===== config.mk =====
export PLATFORM = sky130hd
export DESIGN_NAME = tffc_config_bank
export DESIGN_NICKNAME = d
export VERILOG_FILES = /design/src/hdl/tffc_pkg.sv /design/src/hdl/tffc_mode_decode.sv /design/src/hdl/tffc_config_bank.sv
export VERILOG_INCLUDE_DIRS = /design/src /design/src/hdl
export SDC_FILE = /design/constraint.sdc
export NUM_CORES = 1
export LEC_CHECK = 0
export ABC_CLOCK_PERIOD_IN_PS = 2400
export BUFFER_PORTS_ARGS = -buffer_cell sky130_fd_sc_hd__buf_2
export CAP_MARGIN = 0
export CORE_UTILIZATION = 50
export DETAILED_ROUTE_END_ITERATION = 7
export PLACE_DENSITY = 0.87
export REMOVE_ABC_BUFFERS = 1
export SETUP_SLACK_MARGIN = 0.2
export SYNTH_ARGS = -nofsm -noshare
export SYNTH_HDL_FRONTEND = slang
export SYNTH_SLANG_ARGS = --single-unit

===== constraint.sdc =====
create_clock -name mclk -period 2.4 [get_ports mclk]
set_input_delay 0.12 -clock mclk [delete_from_list [all_inputs] [get_ports mclk]]
set_output_delay 0.12 -clock mclk [all_outputs]
set_load 0.005 [all_outputs]

===== src/hdl/tffc_defs.svh =====
// Register indices, reset values and bus constants for the framing config bank
`ifndef TFFC_DEFS_SVH
`define TFFC_DEFS_SVH

`define TFFC_IDX_WIDTH 7
`define TFFC_IDX_LINE_CODE 7'h10
`define TFFC_IDX_FRAMER 7'h20
`define TFFC_IDX_BOC_ENABLE 7'h2a
`define TFFC_IDX_ALARM 7'h2c
`define TFFC_IDX_INBAND 7'h3c
`define TFFC_IDX_ACTIVATE 7'h3e
`define TFFC_IDX_DEACTIVATE 7'h3f
`define TFFC_IDX_SIGNALLING 7'h40
`define TFFC_IDX_TX_FORMAT 7'h44
`define TFFC_IDX_SOFT_RESET 7'h0a
`define TFFC_IDX_STATUS 7'h0b
`define TFFC_IDX_TIMING_DIAG 7'h0d

`define TFFC_RST_CONFIG 8'h00
`define TFFC_RST_ACTIVATE 8'h08
`define TFFC_RST_DEACTIVATE 8'h44
`define TFFC_RST_TIMING_DIAG 8'h03

`define TFFC_BIT_SOFT_RESET 0
`define TFFC_BIT_JITTER_ATTEN 0
`define TFFC_BIT_TX_CLK_BACKPLANE 1
`define TFFC_BIT_DIAG_ENABLE 2
`define TFFC_BIT_LINE_AMI 7
`define TFFC_BIT_TX_B8ZS 5
`define TFFC_BIT_ESF 4
`define TFFC_BIT_BOC_4OF5 1
`define TFFC_BIT_ALT_RED 3
`define TFFC_BIT_NO_ROBBED 2

`endif


===== src/hdl/tffc_pkg.sv =====
// Types shared by the framing configuration bank
package tffc_pkg;
	typedef enum logic [1:0] {
		FMT_SF,
		FMT_T1DM,
		FMT_LOOP_CARRIER,
		FMT_ESF
	} tffc_format_type;

	typedef enum logic [1:0] {
		OOF_2_OF_4,
		OOF_2_OF_5,
		OOF_2_OF_6,
		OOF_RESERVED
	} tffc_oof_type;
endpackage : tffc_pkg


===== src/hdl/tffc_mode_decode.sv =====
// Decodes configuration register values into per-unit mode settings
`timescale 1ns/1ps
`include "tffc_defs.svh"

module tffc_mode_decode (
	// Register values
	input wire logic [7:0] lineCodeCfg,
	input wire logic [7:0] framerCfg,
	input wire logic [7:0] bocCfg,
	input wire logic [7:0] alarmCfg,
	input wire logic [7:0] inbandCfg,
	input wire logic [7:0] signalCfg,
	input wire logic [7:0] txFormatCfg,
	// Decoded modes
	output tffc_pkg::tffc_format_type rxFormat,
	output tffc_pkg::tffc_oof_type oofThreshold,
	output logic rxB8zs,
	output tffc_pkg::tffc_format_type txFormat,
	output logic txB8zs,
	output logic bocFourOfFive,
	output tffc_pkg::tffc_format_type alarmFormat,
	output logic alarmAltRed,
	output logic inbandEnable,
	output tffc_pkg::tffc_format_type sigFormat,
	output logic robbedBitEnable,
	output logic rateMismatch
);
	import tffc_pkg::*;

	// ESF flag wins; otherwise bits 3:2 give SF, T1DM or loop carrier
	function automatic tffc_format_type fmtDecode(input logic [7:0] v);
		tffc_format_type f;
		if (v[`TFFC_BIT_ESF]) begin
			f = FMT_ESF;
		end else begin
			case (v[3:2])
				2'h0: f = FMT_SF;
				2'h2: f = FMT_LOOP_CARRIER;
				default: f = FMT_T1DM;
			endcase
		end
		return f;
	endfunction : fmtDecode

	always_comb begin
		rxB8zs = ~lineCodeCfg[`TFFC_BIT_LINE_AMI];
		txB8zs = txFormatCfg[`TFFC_BIT_TX_B8ZS];
		txFormat = fmtDecode(txFormatCfg);
		oofThreshold = tffc_oof_type'(framerCfg[7:6]);
		rxFormat = fmtDecode(framerCfg);
		bocFourOfFive = bocCfg[`TFFC_BIT_BOC_4OF5];
		alarmFormat = fmtDecode(alarmCfg);
		alarmAltRed = (alarmFormat == FMT_T1DM)
			&& alarmCfg[`TFFC_BIT_ALT_RED];
		inbandEnable = (inbandCfg == `TFFC_RST_CONFIG);
		sigFormat = fmtDecode(signalCfg);
		robbedBitEnable = (sigFormat != FMT_T1DM);
		// Software should keep the ESF rate nibbles equal across units
		rateMismatch = (rxFormat == FMT_ESF) && (
			(txFormat == FMT_ESF && txFormatCfg[3:0] != framerCfg[3:0])
			|| (alarmFormat == FMT_ESF && alarmCfg[3:0] != framerCfg[3:0])
			|| (sigFormat == FMT_ESF && signalCfg[3:0] != framerCfg[3:0]));
	end
endmodule : tffc_mode_decode


===== src/hdl/tffc_config_bank.sv =====
// Framing format configuration register bank with Avalon-MM slave
// What this block does
// - Line code register 0x10: 0x00 selects B8ZS receive, 0x80 AMI.
// - Transmit format 0x44 written 0x00 gives AMI with SF framing.
// - Transmit value 0x3X gives B8ZS with ESF; X sets link rate.
// - Transmit 0x04 or 0x0C gives T1DM; 0x08 gives loop carrier.
// - Framer 0x20 upper bits set out-of-frame threshold 2/4, 2/5, 2/6.
// - Framer low bits select SF, T1DM, loop carrier or ESF receive.
// - Code detector enable 0x2A: 0x00 is 8-of-10, 0x02 4-of-5.
// - Alarm 0x2C selects SF, loop carrier or ESF with yellow rate.
// - Alarm 0x04 standard, 0x0C alternate red integration for T1DM.
// - Inband detector config 0x3C written 0x00 enables code detection.
// - Activate pattern at 0x3E and deactivate pattern at 0x3F.
// - Signalling config 0x40 selects SF, loop carrier or ESF.
// - Signalling value 0x04 disables robbed-bit extraction for T1DM.
// - Pin or software reset returns all settings to defaults.
`timescale 1ns/1ps
`include "tffc_defs.svh"

module tffc_config_bank #(
	parameter int REG_WIDTH = 8,
	parameter int ADDR_WIDTH = 9
) (
	// Clock and reset
	input wire logic mclk,
	input wire logic reset_n,
	// Avalon-MM slave
	input wire logic [ADDR_WIDTH-1:0] address,
	input wire logic read,
	input wire logic write,
	input wire logic [31:0] writedata,
	input wire logic [3:0] byteenable,
	output logic [31:0] readdata,
	output logic waitrequest,
	// Receive side modes
	output logic rxB8zs,
	output tffc_pkg::tffc_format_type rxFormat,
	output tffc_pkg::tffc_oof_type oofThreshold,
	output logic [3:0] rxLinkRate,
	// Transmit side modes
	output tffc_pkg::tffc_format_type txFormat,
	output logic txB8zs,
	output logic [3:0] txLinkRate,
	// Code detectors and alarms
	output logic bocFourOfFive,
	output tffc_pkg::tffc_format_type alarmFormat,
	output logic alarmAltRed,
	output logic [3:0] yellowRate,
	output logic inbandEnable,
	output logic [7:0] loopActivatePattern,
	output logic [7:0] loopDeactivatePattern,
	// Signalling extractor
	output tffc_pkg::tffc_format_type sigFormat,
	output logic robbedBitEnable,
	output logic [3:0] sigRate,
	// Timing and diagnostics
	output logic jitterAttenEnable,
	output logic txClockFromBackplane,
	output logic diagnosticsEnable,
	output logic rateMismatch
);
	import tffc_pkg::*;

	// Refuse widths that the byte-wide decode cannot serve
	if (REG_WIDTH != 8) begin : gRegWidth
		$error("tffc_config_bank: REG_WIDTH must be 8");
	end
	if (ADDR_WIDTH < `TFFC_IDX_WIDTH + 2) begin : gAddrWidth
		$error("tffc_config_bank: ADDR_WIDTH too small");
	end

	// Configuration registers
	logic [7:0] lineCode_q, lineCode_d;
	logic [7:0] framer_q, framer_d;
	logic [7:0] boc_q, boc_d;
	logic [7:0] alarm_q, alarm_d;
	logic [7:0] inband_q, inband_d;
	logic [7:0] activate_q, activate_d;
	logic [7:0] deactivate_q, deactivate_d;
	logic [7:0] signal_q, signal_d;
	logic [7:0] txFmt_q, txFmt_d;
	logic [7:0] timing_q, timing_d;

	// Bus handshake state
	logic wait_q, wait_d;
	logic [31:0] rdata_q, rdata_d;

	// Decoded modes, combinational then registered for the outputs
	tffc_format_type rxFormatC, txFormatC, alarmFormatC, sigFormatC;
	tffc_oof_type oofC;
	logic rxB8zsC, txB8zsC, bocC, altRedC, inbandC, robbedC, mismatchC;

	tffc_format_type rxFormat_q, txFormat_q, alarmFormat_q, sigFormat_q;
	tffc_oof_type oof_q;
	logic rxB8zs_q, txB8zs_q, boc_o_q, altRed_q, inband_o_q;
	logic robbed_q, mismatch_q;

	logic [`TFFC_IDX_WIDTH-1:0] idx;
	logic access;
	logic commit;
	logic wrCommit;
	logic softReset;
	logic [7:0] wbyte;
	logic [7:0] status;

	// Registers sit on word boundaries; only byte lane 0 carries data
	assign idx = address[`TFFC_IDX_WIDTH+1:2];
	assign access = read | write;
	// Request completes in the cycle waitrequest is low
	assign commit = access & ~wait_q;
	assign wrCommit = commit & write & byteenable[0];
	assign wbyte = writedata[7:0];
	// Software reset is a write-only pulse and reads back as zero
	assign softReset = wrCommit && idx == `TFFC_IDX_SOFT_RESET
		&& wbyte[`TFFC_BIT_SOFT_RESET];
	// Status lags the registers by a cycle, like the decoded outputs
	assign status = {mismatch_q, 1'b0, rxFormat_q, txFormat_q, sigFormat_q};

	tffc_mode_decode tffc_mode_decode_inst (
		.lineCodeCfg(lineCode_q),
		.framerCfg(framer_q),
		.bocCfg(boc_q),
		.alarmCfg(alarm_q),
		.inbandCfg(inband_q),
		.signalCfg(signal_q),
		.txFormatCfg(txFmt_q),
		.rxFormat(rxFormatC),
		.oofThreshold(oofC),
		.rxB8zs(rxB8zsC),
		.txFormat(txFormatC),
		.txB8zs(txB8zsC),
		.bocFourOfFive(bocC),
		.alarmFormat(alarmFormatC),
		.alarmAltRed(altRedC),
		.inbandEnable(inbandC),
		.sigFormat(sigFormatC),
		.robbedBitEnable(robbedC),
		.rateMismatch(mismatchC)
	);

	// Unmapped indices read as zero
	function automatic logic [7:0] regRead(input logic [6:0] i,
		input logic [7:0] st);
		logic [7:0] v;
		case (i)
			`TFFC_IDX_LINE_CODE: v = lineCode_q;
			`TFFC_IDX_FRAMER: v = framer_q;
			`TFFC_IDX_BOC_ENABLE: v = boc_q;
			`TFFC_IDX_ALARM: v = alarm_q;
			`TFFC_IDX_INBAND: v = inband_q;
			`TFFC_IDX_ACTIVATE: v = activate_q;
			`TFFC_IDX_DEACTIVATE: v = deactivate_q;
			`TFFC_IDX_SIGNALLING: v = signal_q;
			`TFFC_IDX_TX_FORMAT: v = txFmt_q;
			`TFFC_IDX_TIMING_DIAG: v = timing_q;
			`TFFC_IDX_STATUS: v = st;
			default: v = 8'h00;
		endcase
		return v;
	endfunction : regRead

	// Bus handshake: one wait cycle, then a single-cycle completion
	always_comb begin
		wait_d = 1'b1;
		rdata_d = rdata_q;
		if (access && wait_q) begin
			wait_d = 1'b0;
			// A completed write clears readdata so no stale value lingers
			rdata_d = read ? {24'h000000, regRead(idx, status)} : 32'h00000000;
		end
	end

	// Register writes
	always_comb begin
		lineCode_d = lineCode_q;
		framer_d = framer_q;
		boc_d = boc_q;
		alarm_d = alarm_q;
		inband_d = inband_q;
		activate_d = activate_q;
		deactivate_d = deactivate_q;
		signal_d = signal_q;
		txFmt_d = txFmt_q;
		timing_d = timing_q;
		// Software reset restores every register, timing options included
		if (softReset) begin
			lineCode_d = `TFFC_RST_CONFIG;
			framer_d = `TFFC_RST_CONFIG;
			boc_d = `TFFC_RST_CONFIG;
			alarm_d = `TFFC_RST_CONFIG;
			inband_d = `TFFC_RST_CONFIG;
			activate_d = `TFFC_RST_ACTIVATE;
			deactivate_d = `TFFC_RST_DEACTIVATE;
			signal_d = `TFFC_RST_CONFIG;
			txFmt_d = `TFFC_RST_CONFIG;
			timing_d = `TFFC_RST_TIMING_DIAG;
		end else if (wrCommit) begin
			case (idx)
				`TFFC_IDX_LINE_CODE: lineCode_d = wbyte;
				`TFFC_IDX_FRAMER: framer_d = wbyte;
				`TFFC_IDX_BOC_ENABLE: boc_d = wbyte;
				`TFFC_IDX_ALARM: alarm_d = wbyte;
				`TFFC_IDX_INBAND: inband_d = wbyte;
				`TFFC_IDX_ACTIVATE: activate_d = wbyte;
				`TFFC_IDX_DEACTIVATE: deactivate_d = wbyte;
				`TFFC_IDX_SIGNALLING: signal_d = wbyte;
				`TFFC_IDX_TX_FORMAT: txFmt_d = wbyte;
				`TFFC_IDX_TIMING_DIAG: timing_d = wbyte;
				default: ;
			endcase
		end
	end

	always_ff @(posedge mclk) begin
		if (!reset_n) begin
			wait_q <= 1'b1;
			rdata_q <= 32'h00000000;
			lineCode_q <= `TFFC_RST_CONFIG;
			framer_q <= `TFFC_RST_CONFIG;
			boc_q <= `TFFC_RST_CONFIG;
			alarm_q <= `TFFC_RST_CONFIG;
			inband_q <= `TFFC_RST_CONFIG;
			activate_q <= `TFFC_RST_ACTIVATE;
			deactivate_q <= `TFFC_RST_DEACTIVATE;
			signal_q <= `TFFC_RST_CONFIG;
			txFmt_q <= `TFFC_RST_CONFIG;
			timing_q <= `TFFC_RST_TIMING_DIAG;
		end else begin
			wait_q <= wait_d;
			rdata_q <= rdata_d;
			lineCode_q <= lineCode_d;
			framer_q <= framer_d;
			boc_q <= boc_d;
			alarm_q <= alarm_d;
			inband_q <= inband_d;
			activate_q <= activate_d;
			deactivate_q <= deactivate_d;
			signal_q <= signal_d;
			txFmt_q <= txFmt_d;
			timing_q <= timing_d;
		end
	end

	// Output flops for decoded modes, one cycle after the register
	always_ff @(posedge mclk) begin
		if (!reset_n) begin
			rxFormat_q <= FMT_SF;
			txFormat_q <= FMT_SF;
			alarmFormat_q <= FMT_SF;
			sigFormat_q <= FMT_SF;
			oof_q <= OOF_2_OF_4;
			rxB8zs_q <= 1'b1;
			txB8zs_q <= 1'b0;
			boc_o_q <= 1'b0;
			altRed_q <= 1'b0;
			inband_o_q <= 1'b1;
			robbed_q <= 1'b1;
			mismatch_q <= 1'b0;
		end else begin
			rxFormat_q <= rxFormatC;
			txFormat_q <= txFormatC;
			alarmFormat_q <= alarmFormatC;
			sigFormat_q <= sigFormatC;
			oof_q <= oofC;
			rxB8zs_q <= rxB8zsC;
			txB8zs_q <= txB8zsC;
			boc_o_q <= bocC;
			altRed_q <= altRedC;
			inband_o_q <= inbandC;
			robbed_q <= robbedC;
			mismatch_q <= mismatchC;
		end
	end

	// Raw fields come straight from the register flops
	assign readdata = rdata_q;
	assign waitrequest = wait_q;
	assign rxB8zs = rxB8zs_q;
	assign rxFormat = rxFormat_q;
	assign oofThreshold = oof_q;
	assign rxLinkRate = framer_q[3:0];
	assign txFormat = txFormat_q;
	assign txB8zs = txB8zs_q;
	assign txLinkRate = txFmt_q[3:0];
	assign bocFourOfFive = boc_o_q;
	assign alarmFormat = alarmFormat_q;
	assign alarmAltRed = altRed_q;
	assign yellowRate = alarm_q[3:0];
	assign inbandEnable = inband_o_q;
	assign loopActivatePattern = activate_q;
	assign loopDeactivatePattern = deactivate_q;
	assign sigFormat = sigFormat_q;
	assign robbedBitEnable = robbed_q;
	assign sigRate = signal_q[3:0];
	assign jitterAttenEnable = timing_q[`TFFC_BIT_JITTER_ATTEN];
	assign txClockFromBackplane = timing_q[`TFFC_BIT_TX_CLK_BACKPLANE];
	assign diagnosticsEnable = timing_q[`TFFC_BIT_DIAG_ENABLE];
	assign rateMismatch = mismatch_q;
endmodule : tffc_config_bank


### Word-level counts from Yosys, hierarchy flattened

Index checks and enable logic that the tools add are counted.

* add/sub/neg operators: 0
* multiply operators: 0
* div/mod/pow operators: 0
* order comparisons: 0
* equality and inequality tests: 25
* shift operators: 0
* mux-type cells: 11
* bitwise logic cells: 7
* reduce and logical (&&, ||, !) cells: 26

Operators by type and width (number)
* one-hot mux 8 bit (11 select lines): 1
* equality test 7 x 6 -> 1 bit, second input constant: 6
* equality test 7 x 4 -> 1 bit, second input constant: 3
* AND reduction 2 bit: 10
* equality test 2 bit, second input constant: 8
* one-hot mux 2 bit (2 select lines): 4
* equality test 7 bit, second input constant: 2
* inequality test 4 bit: 3
* logical AND 1 bit: 8
* logical NOT 2 bit: 4
* logical NOT 8 bit: 1
* two-way mux 2 bit: 4
* two-way mux 8 bit: 1
* equality test 7 x 5 -> 1 bit, second input constant: 1
* AND 1 bit: 3
* inverter 1 bit: 3
* equality test 2 x 1 -> 1 bit, second input constant: 1
* logical OR 1 bit: 2
* inequality test 2 x 1 -> 1 bit, second input constant: 1
* OR reduction 2 bit: 1
* two-way mux 1 bit: 1
* bitwise OR 1 bit: 1

* flip-flop bits (word level): 130
* latch bits: 0
* bits in writable memories: 0
* bits in read-only memories: 0
* input port bits: 49
* output and inout bits: 85
* logic and storage cells: 93
* memories: 0

### Logic depth before layout (Yosys ltp)

Gate-level depths: netlist (run 1).

* depth after elaboration: 8
* gate-level depth with buffers: 8
* mapped depth without buffers: 5

### Hierarchy

Synthesis (run 1) repeated with hierarchy kept, for this count alone.

* cell total of the unflattened synthesis: 564
* area total of the unflattened synthesis: 5124.9 µm²

Modules (own cells, without submodules)
* tffc_config_bank: instances 1, cells each 525, area an instance 4834.6 µm², seq. area each 2122.0 µm²
* tffc_mode_decode: instances 1, cells each 39, area an instance 290.3 µm², seq. area each 0.0 µm²

### Worst setup path after synthesis (run 1)

No wires, ideal clock.

* kind: register -> register
* start point: reg wait_q, in the netlist waitrequest
* end point: reg activate_q[3], in the netlist loopActivatePattern[3]
* library setup time: 0.135 ns
* arrival: 1.610 ns
* data required time: 2.265 ns
* slack: 0.655 ns
* cell stages (with the launch flop): 5
* path buffers: 0
* period minus slack after synthesis: 1.745 ns
* cell sequence: dfxtp_1 -> nand3b_1 -> nor4_4 -> mux2i_1 -> nand3_1

* cells in the longest elaborated chain, start to end: 7
* elaborated cells on any way between the ends: 8
* those cells by class: 4 x bitwise; 4 x reduce/logical

RTL lines
* start, declared: RTL line tffc_config_bank.sv:85 `logic wait_q, wait_d;`
* start signal, assigned: RTL line tffc_config_bank.sv:229 `wait_q <= wait_d;`
* inverter 1 bit *: RTL line tffc_config_bank.sv:110 `assign commit = access & ~wait_q;`
* AND 1 bit *: RTL line tffc_config_bank.sv:110
* AND 1 bit * (2 in series): RTL line tffc_config_bank.sv:111 `assign wrCommit = commit & write & byteenable[0];`
* logical AND 1 bit (no line)
* logical AND 1 bit: RTL line tffc_config_bank.sv:114 `` assign softReset = wrCommit && idx == `TFFC_IDX_SOFT_RESET ``
* OR reduction 2 bit (no line)
* end signal, assigned: RTL line tffc_config_bank.sv:223 `` activate_q <= `TFFC_RST_ACTIVATE; ``
* end signal, assigned: RTL line tffc_config_bank.sv:236 `activate_q <= activate_d;`
* end, declared: RTL line tffc_config_bank.sv:78 `logic [7:0] activate_q, activate_d;`

Every way passes the cells marked *; elsewhere a longest branch is shown, timed or not.
A chain may end at the register's enable or synchronous reset.

### Final worst setup path (run 1)

* start point: reg wait_q, in the netlist waitrequest
* end point: reg inband_q[1]

* cells in the longest elaborated chain, start to end: 7
* elaborated cells on any way between the ends: 8
* those cells by class: 4 x bitwise; 4 x reduce/logical

RTL lines
* inverter 1 bit *: RTL line tffc_config_bank.sv:110
* AND 1 bit *: RTL line tffc_config_bank.sv:110
* AND 1 bit * (2 in series): RTL line tffc_config_bank.sv:111
* logical AND 1 bit (no line)
* logical AND 1 bit: RTL line tffc_config_bank.sv:114
* OR reduction 2 bit (no line)
* end signal, assigned: RTL line tffc_config_bank.sv:222 `` inband_q <= `TFFC_RST_CONFIG; ``
* end signal, assigned: RTL line tffc_config_bank.sv:235 `inband_q <= inband_d;`
* end, declared: RTL line tffc_config_bank.sv:77 `logic [7:0] inband_q, inband_d;`

Marks and branches as above.

==> summary.txt, run 1 <==
Yosys warning total: 0
Clock latency on the worst-skew pair: 380 ps
Top layer in use: met4
Total CTS buffers: 9
Setup bufs post-CTS: 0
Most frequent cells in the layout: dfxtp_1 (106), buf_2 (80), mux2i_1 (73)
Gr usage total: 26.8%
Vias in the first global route: 4251
FP Rows: 36
Sw Ratio: 24.0%
Crit-path max FO: 8
Clock share of power: 37.7%
Placed inst area: 5440 um2
Delay-heaviest family, CP: simple AND/OR/NAND/NOR gates
First-pass GRT wire length: 22500 um
Crit-path cells: and3b_1 -> nand4_1 -> mux2i_1 -> nor2_1
Crit-path max cell delay: 560 ps
Seq pwr share: 56.1%
Clock transition at path regs: 100 ps
Nets: 660
Synth Instances: 561
Crit path buf inv count: 0
DR WL met2: 6630 um
P_sw: 0.753 mW
Status: finished clean
Gr ovfl total: 0
Synth Area in Adders: 0%
Worst Path Required: 2670 ps
Compound-Gate Fraction of Synth Area: 11.9%
Synth Flop Type: dfxtp_1
Mapped cell area: 5170 um2
Kind of critical path: register to register
Clk buf depth: 2
Min cycle time layout: 1910 ps
Max VDD drop: 0.000263 V
Area delta synth->final: 9.40%
Max Cap Violations: 0
Die X: 104 um
Slowest cell on the critical path: nand4_1
Filler Cells Inserted: 911
Post-route cell area: 5650 um2
Power Dens Cells: 556 nW/um2
CP Data Arrival Time: 2180 ps
Crit share post-route: 79.6%
Syn Area/Cell: 9.21 um2
DRC viols: 0
EDFF count, synth: 0
First drt pass iteration count: 6
CTS tree: built
PostCTS Resize Cnt: 0
Initial antenna violation count: 0
Async SR Flop Fraction: 0%
H-tree depth reported by CTS: 3
Unrepaired setup endpoints after global routing: no
Via count: 4453
Least-Margin Pin Slew: 950 ps
Post-synthesis simple-gate area fraction: 20.2%
Int Pwr: 2.39 mW
Vias per inst: 5.95
Multiplexer share of the synthesized area: 14.1%
Count of boundary I/O pins: 134
Die area: 10700 um2
Final setup violation count: 0
Largest net degree at the start of global routing: 53
Main combinational cell family by area after synthesis: simple AND/OR/NAND/NOR gates
Layout Skew: 9.19 ps
Hpwl dp: 10200 um
Antenna Nets Post-Route: 0
P_leak: 2.40 nW
Final wirelength: 14300 um
Hold-fix buffers, CTS: 0
Core area: 9910 um2
CTS sink count: 106
Diode count: 0
Worst setup SP type: register
Crit. End Element: register
Max_slew headroom: 36.2%
Register bit count reported by yosys: 106
Wirelength per Cell: 19.1 um
I/O Buffers: 80
Initial DRC Count: 359
Post-synthesis cell type count: 55
Logic gate share of total power: 6.3%
Seq/Total Area, Yosys: 41.1%
Root Driver: clkbuf_8
Layout cells sized above 1: 22.1%
Max-slew violations: 0
Power, Total: 3.14 mW
Starting Density: 52.1%
Min-delay worst type: primary input to register
Met1 Wirelength: 6180 um
Final GP Congestion: 0.899
Fmax: 0.524 GHz
Die Y: 104 um
Synth Area in XOR/XNOR: 2.20%
Most common cell after layout, fill and taps aside: dfxtp_1
Final hold vios: 0
WL met3: 1090 um
[kinds of logic (layout without fill, tap and decap cells)]
group | Yosys count | after routing
simple gates | 194 | 194
flops | 106 | 106
compound gates | 87 | 87
buf+inv | 87 | 118
mux | 73 | 73
xor+xnor | 13 | 13
other cells | 1 | 24
[registers in the layout, summed over array words and instances, names as in the netlist, 8 cells and up]
register,cells
txFmt_q,8
timing_q,8
alarm_q,8
readdata,8
loopDeactivatePattern,8
boc_q,8
inband_q,8
framer_q,8
loopActivatePattern,8
lineCode_q,8
signal_q,8
[final timing paths]
kind | slack, ps | end | depth (start not counted) | startpoint
worst max-delay path | 490 | inband_q[1] | 4 | waitrequest
worst min-delay path | 100 | loopDeactivatePattern[6] | 2 | reset_n
worst max register to register | 490 | inband_q[1] | 4 | waitrequest
worst min register to register | 430 | rxB8zs | 1 | lineCode_q[7]
[cells in the mapped netlist (7+ instances only)]
library cell / count / area [um2]
o21ai_0: 7 / 35.0
o22ai_1: 7 / 43.8
nand3_1: 28 / 140
buf_2: 12 / 60.1
xor2_1: 13 / 114
a22oi_1: 16 / 120
nor2_2: 8 / 50.1
nand2_1: 34 / 128
dfxtp_1: 106 / 2120
nor2_1: 69 / 259
a221oi_1: 7 / 61.3
and2_1: 8 / 50.1
buf_4: 51 / 383
mux2i_1: 73 / 731
a21oi_1: 24 / 120
clkbuf_1: 17 / 63.8
[power groups by stage]
stage,clock (mW),sequential [mW],combinational [mW]
floorplan,0,1.80,0.0791
global placement,0,1.80,0.188
detailed placement,0,1.80,0.192
CTS,1.19,1.76,0.193
global route,1.25,1.76,0.211
finish,1.18,1.76,0.198
[worst register-to-register path: cells and delay by family, from the launching register on]
family | cells | cell delay [ps]
multiplexers | 1 | 340
flip-flops | 1 | 360
AND/OR/NAND/NOR | 3 | 1100
[routing by layer]
layer	vias to the layer above	global-route usage, %
met5	-	0
li1	2009	-
met2	259	43.6
met3	41	4.66
met4	0	11.8
met1	2144	34.9
[cell type report]
cell class | instances | area [um2] | area share (%)
sequential | 106 | 2120 | 37.5
inverter | 6 | 22.5 | 0.398
multi-input combinational | 391 | 2590 | 45.9
clock buffer | 10 | 128 | 2.26
timing repair buffer | 97 | 541 | 9.56
clock inverter | 5 | 80.1 | 1.42
tap | 133 | 166 | 2.94
[metrics by stage]
stage | setup WS, ps | cells | utilization, % | setup TNS [ps] | hold WS, ps
after detailed placement | 242 | 733 | 54.9 | 0 | 401
after CTS | 490 | 748 | 57.0 | 0 | 82.0
after floorplan | -448 | 503 | - | -32500 | 189
after global routing | 392 | 748 | 57.0 | 0 | 104
final | 490 | 748 | 57.0 | 0 | 101
after global placement | 321 | 733 | 54.9 | 0 | 406
No activity file was read; power rests on OpenSTA's default activity.
==> run 2, diff against run 1 <==
- ABC_CLOCK_PERIOD_IN_PS: 2400 -> 1700
- CORE_UTILIZATION: 50 -> 48
- clock period: 2.4 -> 1.7 ns (I/O delays scaled with it)
==> run 2 against run 1 <==
  * Clock skew is 5.5 ps higher
  * Register-to-register slack worse by 340 ps
  * Utilization is 3.2 points higher
  * Final cell count is 6.3% higher
  * Sequential share of layout area is 3.5 points lower
  * Non-clock buffer count is 43 higher
  * Design area is 10% higher
  * Critical endpoint is now loopActivatePattern[3]
==> summary.txt, run 2 (synthesized netlist as in run 1, its figures left out) <==
Post-Place Cells: 771 (was 733)
Clock latency on the worst-skew pair: 390 ps (was 380 ps)
H-tree depth reported by CTS: 3 (unchanged)
Delay-heaviest family, CP: simple AND/OR/NAND/NOR gates (unchanged)
Wirelength per Cell: 20.0 um (was 19.1 um)
Clock transition at path regs: 100 ps (about the same)
Total CTS buffers: 9 (unchanged)
Top layer in use: met4 (unchanged)
Via count: 4773 (was 4453)
Nets: 703 (was 660)
Count of boundary I/O pins: 134 (unchanged)
Vias per inst: 6.00 (was 5.95)
Crit path buf inv count: 2 (was 0)
Min cycle time layout: 1550 ps (was 1910 ps)
Core area: 10400 um2 (was 9910 um2)
Initial DRC Count: 527 (was 359)
First drt pass iteration count: 5 (was 6)
Worst setup SP type: register (unchanged)
Crit-path max FO: 8 (unchanged)
Final GP Congestion: 0.972 (was 0.899)
Gr ovfl total: 0 (unchanged)
Fmax: 0.645 GHz (was 0.524 GHz)
Status: finished clean (unchanged)
FP Rows: 37 (was 36)
Area delta synth->final: 20.9% (was 9.40%)
Layout cells sized above 1: 29.9% (was 22.1%)
Kind of critical path: register to register (unchanged)
Layout Skew: 14.7 ps (was 9.19 ps)
First-pass GRT wire length: 23600 um (was 22500 um)
Max VDD drop: 0.000466 V (was 0.000263 V)
I/O Buffers: 80 (unchanged)
P_leak: 2.70 nW (was 2.40 nW)
Most frequent cells in the layout: dfxtp_1 (105), buf_2 (80), nor2_1 (68) (was dfxtp_1 (106), buf_2 (80), mux2i_1 (73))
Die X: 106 um (was 104 um)
Met1 Wirelength: 6230 um (was 6180 um)
Hpwl dp: 11000 um (was 10200 um)
Pre-CTS setup slack: -64.9 ps (was 242 ps)
CP Data Arrival Time: 1820 ps (was 2180 ps)
Crit path depth: 6 (was 4)
Antenna Nets Post-Route: 0 (unchanged)
Final wirelength: 15900 um (was 14300 um)
CTS sink count: 106 (unchanged)
Starting Density: 49.8% (was 52.1%)
Most common cell after layout, fill and taps aside: dfxtp_1 (unchanged)
Crit. End Element: register (unchanged)
CTS tree: built (unchanged)
Max-slew violations: 0 (unchanged)
Die Y: 106 um (was 104 um)
Final hold vios: 0 (unchanged)
DR WL met2: 7340 um (was 6630 um)
Final setup violation count: 0 (unchanged)
Crit-path max cell delay: 340 ps (was 560 ps)
R2R cell count: 6 (was 4)
WL met3: 1480 um (was 1090 um)
Root Driver: clkbuf_8 (unchanged)
Max Cap Violations: 0 (unchanged)
Worst hold path depth: 3 (was 2)
Initial antenna violation count: 0 (unchanged)
Die area: 11200 um2 (was 10700 um2)
Vias in the first global route: 4533 (was 4251)
Crit share post-route: 91.3% (was 79.6%)
Clk buf depth: 2 (unchanged)
Largest net degree at the start of global routing: 46 (was 53)
Final worst-path setup slack: 149 ps (was 490 ps)
DRC viols: 0 (unchanged)
Slowest cell on the critical path: dfxtp_2 (was nand4_1)
Diode count: 0 (unchanged)
Post-route insts no fill: 795 (was 748)
Gr usage total: 27.7% (was 26.8%)
Worst Path Required: 1960 ps (was 2670 ps)
Crit-path cells: nand3b_1 -> buf_6 -> nor4_4 -> buf_12 -> mux2i_2 -> nand3_1 (was and3b_1 -> nand4_1 -> mux2i_1 -> nor2_1)
Power Dens Cells: 753 nW/um2 (was 556 nW/um2)
Min-delay worst type: primary input to register (unchanged)
Unrepaired setup endpoints after global routing: yes (was no)
==> run 2: stage by stage <==
step / utilization (%) / TNS (ps) / total power [mW] / area, um2 / hold slack (ps)
floorplan: - / -85210 / 2.66 / 4730 / 154
global placement: 55.8 / -699 / 2.86 / 5790 / 370
detailed placement: 55.8 / -887 / 2.87 / 5790 / 368
CTS: 58.6 / 0 / 4.67 / 6080 / 63.6
global route: 60.2 / 0 / 4.81 / 6240 / 104
finish: 60.2 / 0 / 4.70 / 6240 / 80.3
==> run 2: final cells by class <==
type / instances / area [um2]
tap: 136 / 170
sequential: 106 / 2120
clock buffer: 11 / 131
inverter: 6 / 22.5
clock inverter: 5 / 103
timing repair buffer: 140 / 977
multi-input combinational: 391 / 2720
fill: 827 / 4130
==> run 2: per-layer routing <==
| layer | vias up | GRT usage, % |
|---|---|---|
| li1 | 2103 | - |
| met1 | 2246 | 35.4 |
| met2 | 341 | 43.6 |
| met3 | 83 | 3.83 |
| met4 | 0 | 17.9 |
| met5 | - | 0 |
==> run 2: repair_timing <==
action,CTS,global route
setup buffers,2,4
endpoints found under the setup margin,39,77
endpoints found under the hold margin,4,0
pin swaps,2,6
gates resized for setup,8,24
gates cloned,0,1
hold buffers,1,0
==> run 2: worst reg2reg max path, stage by stage (launching register included) <==
cell and delay (ps):
dfxtp_2 340, nand3b_1 170, buf_6 150, nor4_4 300, buf_12 190, mux2i_2 210
nand3_1 80
==> run 2: path summary, 6_finish.rpt <==
kind / to / slack, ps / startpoint
max: loopActivatePattern[3] / 150 / waitrequest
min: lineCode_q[2] / 80 / writedata[2]
max reg2reg: loopActivatePattern[3] / 150 / waitrequest
min reg2reg: rxB8zs / 430 / lineCode_q[7]
==> run 2: power by group <==
part | internal (mW) | switching [mW] | total (mW)
sequential | 2.48 | 0.00247 | 2.49
combinational | 0.131 | 0.240 | 0.371
clock | 0.977 | 0.869 | 1.85
==> run 3, diff against run 2 <==
- CORE_ASPECT_RATIO: not set -> 0.5
==> run 3 against run 2 <==
  * Die area grew 0.23%
  * Utilization decreased by 0.39 points
  * Hold slack gained 44 ps
  * Combinational power decreased by 5%
  * Sequential cell count did not move
  * Sequential share of layout area up 0.34 points
  * First-iteration DRC count shrank 1.1%
  * Clock skew decreased by 7.9 ps
  * Design area is 0.88% lower
  * Highest routed layer unchanged
  * Register-to-register slack better by 40 ps
==> summary.txt, run 3 (synthesized netlist as in run 1, its figures left out) <==
Status: finished clean (unchanged)
P_leak: 2.67 nW (was 2.70 nW)
Crit share post-route: 88.8% (was 91.3%)
Worst setup SP type: primary input (was register)
Fmax: 0.662 GHz (was 0.645 GHz)
Post-route insts no fill: 795 (unchanged)
Reg-to-reg startpoint: waitrequest (unchanged)
Min cycle time layout: 1510 ps (was 1550 ps)
Area delta synth->final: 19.8% (was 20.9%)
Post-Route Setup TNS: 0 ps (unchanged)
Least-Margin Pin Slew: 611 ps
Diode count: 0 (unchanged)
Clk buf depth: 2 (unchanged)
Crit-path max FO: 12 (was 8)
Post-layout util: 59.8% (was 60.2%)
I/O Buffers: 80 (unchanged)
Final worst-path setup slack: 190 ps (was 149 ps)
DRC viols: 0 (unchanged)
Gr ovfl total: 0 (unchanged)
Post-Place Cells: 777 (was 771)
Crit path from: address[6] (was waitrequest)
Worst setup path endpoint: readdata[3] (was loopActivatePattern[3])
Max_slew headroom: 59.3%
Largest net degree at the start of global routing: 27 (was 46)
Kind of critical path: primary input to register (was register to register)
CP Data Arrival Time: 1720 ps (was 1820 ps)
Met1 Wirelength: 6410 um (was 6230 um)
Initial antenna violation count: 0 (unchanged)
Die Y: 75.4 um (was 106 um)
Most common cell after layout, fill and taps aside: dfxtp_1 (unchanged)
Power, Total: 4.99 mW (was 4.70 mW)
Clock transition at path regs: 70 ps (was 100 ps)
H-tree depth reported by CTS: 3 (unchanged)
CTS tree: built (unchanged)
Pre-CTS setup slack: -160 ps (was -64.9 ps)
Vias per inst: 6.08 (was 6.00)
First drt pass iteration count: 7 (was 5)
Nets: 699 (was 703)
WL met3: 1640 um (was 1480 um)
Die area: 11200 um2 (about the same)
Hold-fix buffers, CTS: 0 (was 1)
Count of boundary I/O pins: 134 (unchanged)
Total CTS buffers: 9 (unchanged)
Max VDD drop: 0.000598 V (was 0.000466 V)
Crit. End Element: register (unchanged)
Reg2Reg Setup Slack: 190 ps (was 150 ps)
Wirelength per Cell: 20.6 um (was 20.0 um)
CTS sink count: 106 (unchanged)
Via count: 4836 (was 4773)
Layout Skew: 6.81 ps (was 14.7 ps)
R2R cell count: 6 (unchanged)
Root Driver: clkbuf_16 (was clkbuf_8)
Most frequent cells in the layout: dfxtp_1 (103), buf_2 (80), mux2i_1 (72) (was dfxtp_1 (105), buf_2 (80), nor2_1 (68))
Vias in the first global route: 4423 (was 4533)
Unrepaired setup endpoints after global routing: yes (unchanged)
Filler Cells Inserted: 796 (was 827)
Top layer in use: met4 (unchanged)
Gr usage total: 28.6% (was 27.7%)
FP Rows: 26 (was 37)
Final wirelength: 16400 um (was 15900 um)
Starting Density: 49.9% (was 49.8%)
Min-Delay Startpoint: reset_n (was writedata[2])
Final setup violation count: 0 (unchanged)
Final hold vios: 0 (unchanged)
Max Cap Violations: 0 (unchanged)
Die X: 149 um (was 106 um)
Hpwl dp: 11000 um (about the same)
Worst Path Required: 1910 ps (was 1960 ps)
DR WL met2: 7580 um (was 7340 um)
Clock latency on the worst-skew pair: 360 ps (was 390 ps)
First-pass GRT wire length: 23800 um (was 23600 um)
Final GP Congestion: 0.933 (was 0.972)
Power Dens Cells: 807 nW/um2 (was 753 nW/um2)
Initial DRC Count: 521 (was 527)
Core area: 10300 um2 (was 10400 um2)
Min-delay worst type: primary input to register (unchanged)
Antenna Nets Post-Route: 0 (unchanged)
Layout cells sized above 1: 28.5% (was 29.9%)
Max-slew violations: 0 (unchanged)
Reg2reg end: loopDeactivatePattern[7] (was loopActivatePattern[3])
-- run 3: cell types whose count changed in the layout (fill, tap and decap cells not counted), sizes merged --
cell / delta
buf: -2
bufinv: -2
clkbuf: -2
clkinv: +1
dlygate4sd3: -1
inv: +2
-- run 3: what timing repair did --
action,CTS,global route
endpoints found under the hold margin,0,0
endpoints found under the setup margin,55,44
gates resized for setup,10,11
buffers inserted,1,1
pin swaps,4,2
-- run 3: power breakdown --
group          switching (mW)  internal, mW  total (mW)
Combinational           0.238         0.113       0.352
Sequential            0.00304          2.48        2.49
Clock                   0.991          1.16        2.16
Total                    1.23          3.76        4.99
-- run 3: cell type report --
type                       count  area [um2]  share of cell area (%)
tap                          140         175                    2.83
clock inverter                 6        73.8                    1.19
clock buffer                  10         229                    3.70
sequential                   106        2130                    34.3
inverter                       6        22.5                   0.364
timing repair buffer         136         920                    14.9
multi-input combinational    391        2640                    42.7
-- run 3: stage by stage --
stage               area, um2  hold slack, ps
detailed placement       5810             408
global placement         5810             404
finish                   6190             124
CTS                      6150             111
global route             6190             129
floorplan                4730             154
-- run 3: worst min-delay path by stage --
stage | to | slack [ps] | depth (start not counted)
4_1_cts | alarmFormat[1] | 110 | 3
3_5_place_dp | rxB8zs | 410 | 1
5_1_grt | lineCode_q[5] | 130 | 3
2_1_floorplan | rxB8zs | 150 | 1
3_3_place_gp | rxB8zs | 400 | 1
6_report | sigFormat[1] | 120 | 3
-- run 3: layer usage --
metal	up-vias	GRT usage, %
met5	-	0
met4	0	17.2
met3	80	6.17
met2	350	48.0
met1	2311	35.0
li1	2095	-
-- run 3: worst max-delay path: stages --
cell	delay, ps
buf_2	120
buf_4	150
nor4b_1	140
buf_4	140
and2_1	170
buf_12	150
a222oi_1	590
a221oi_1	170
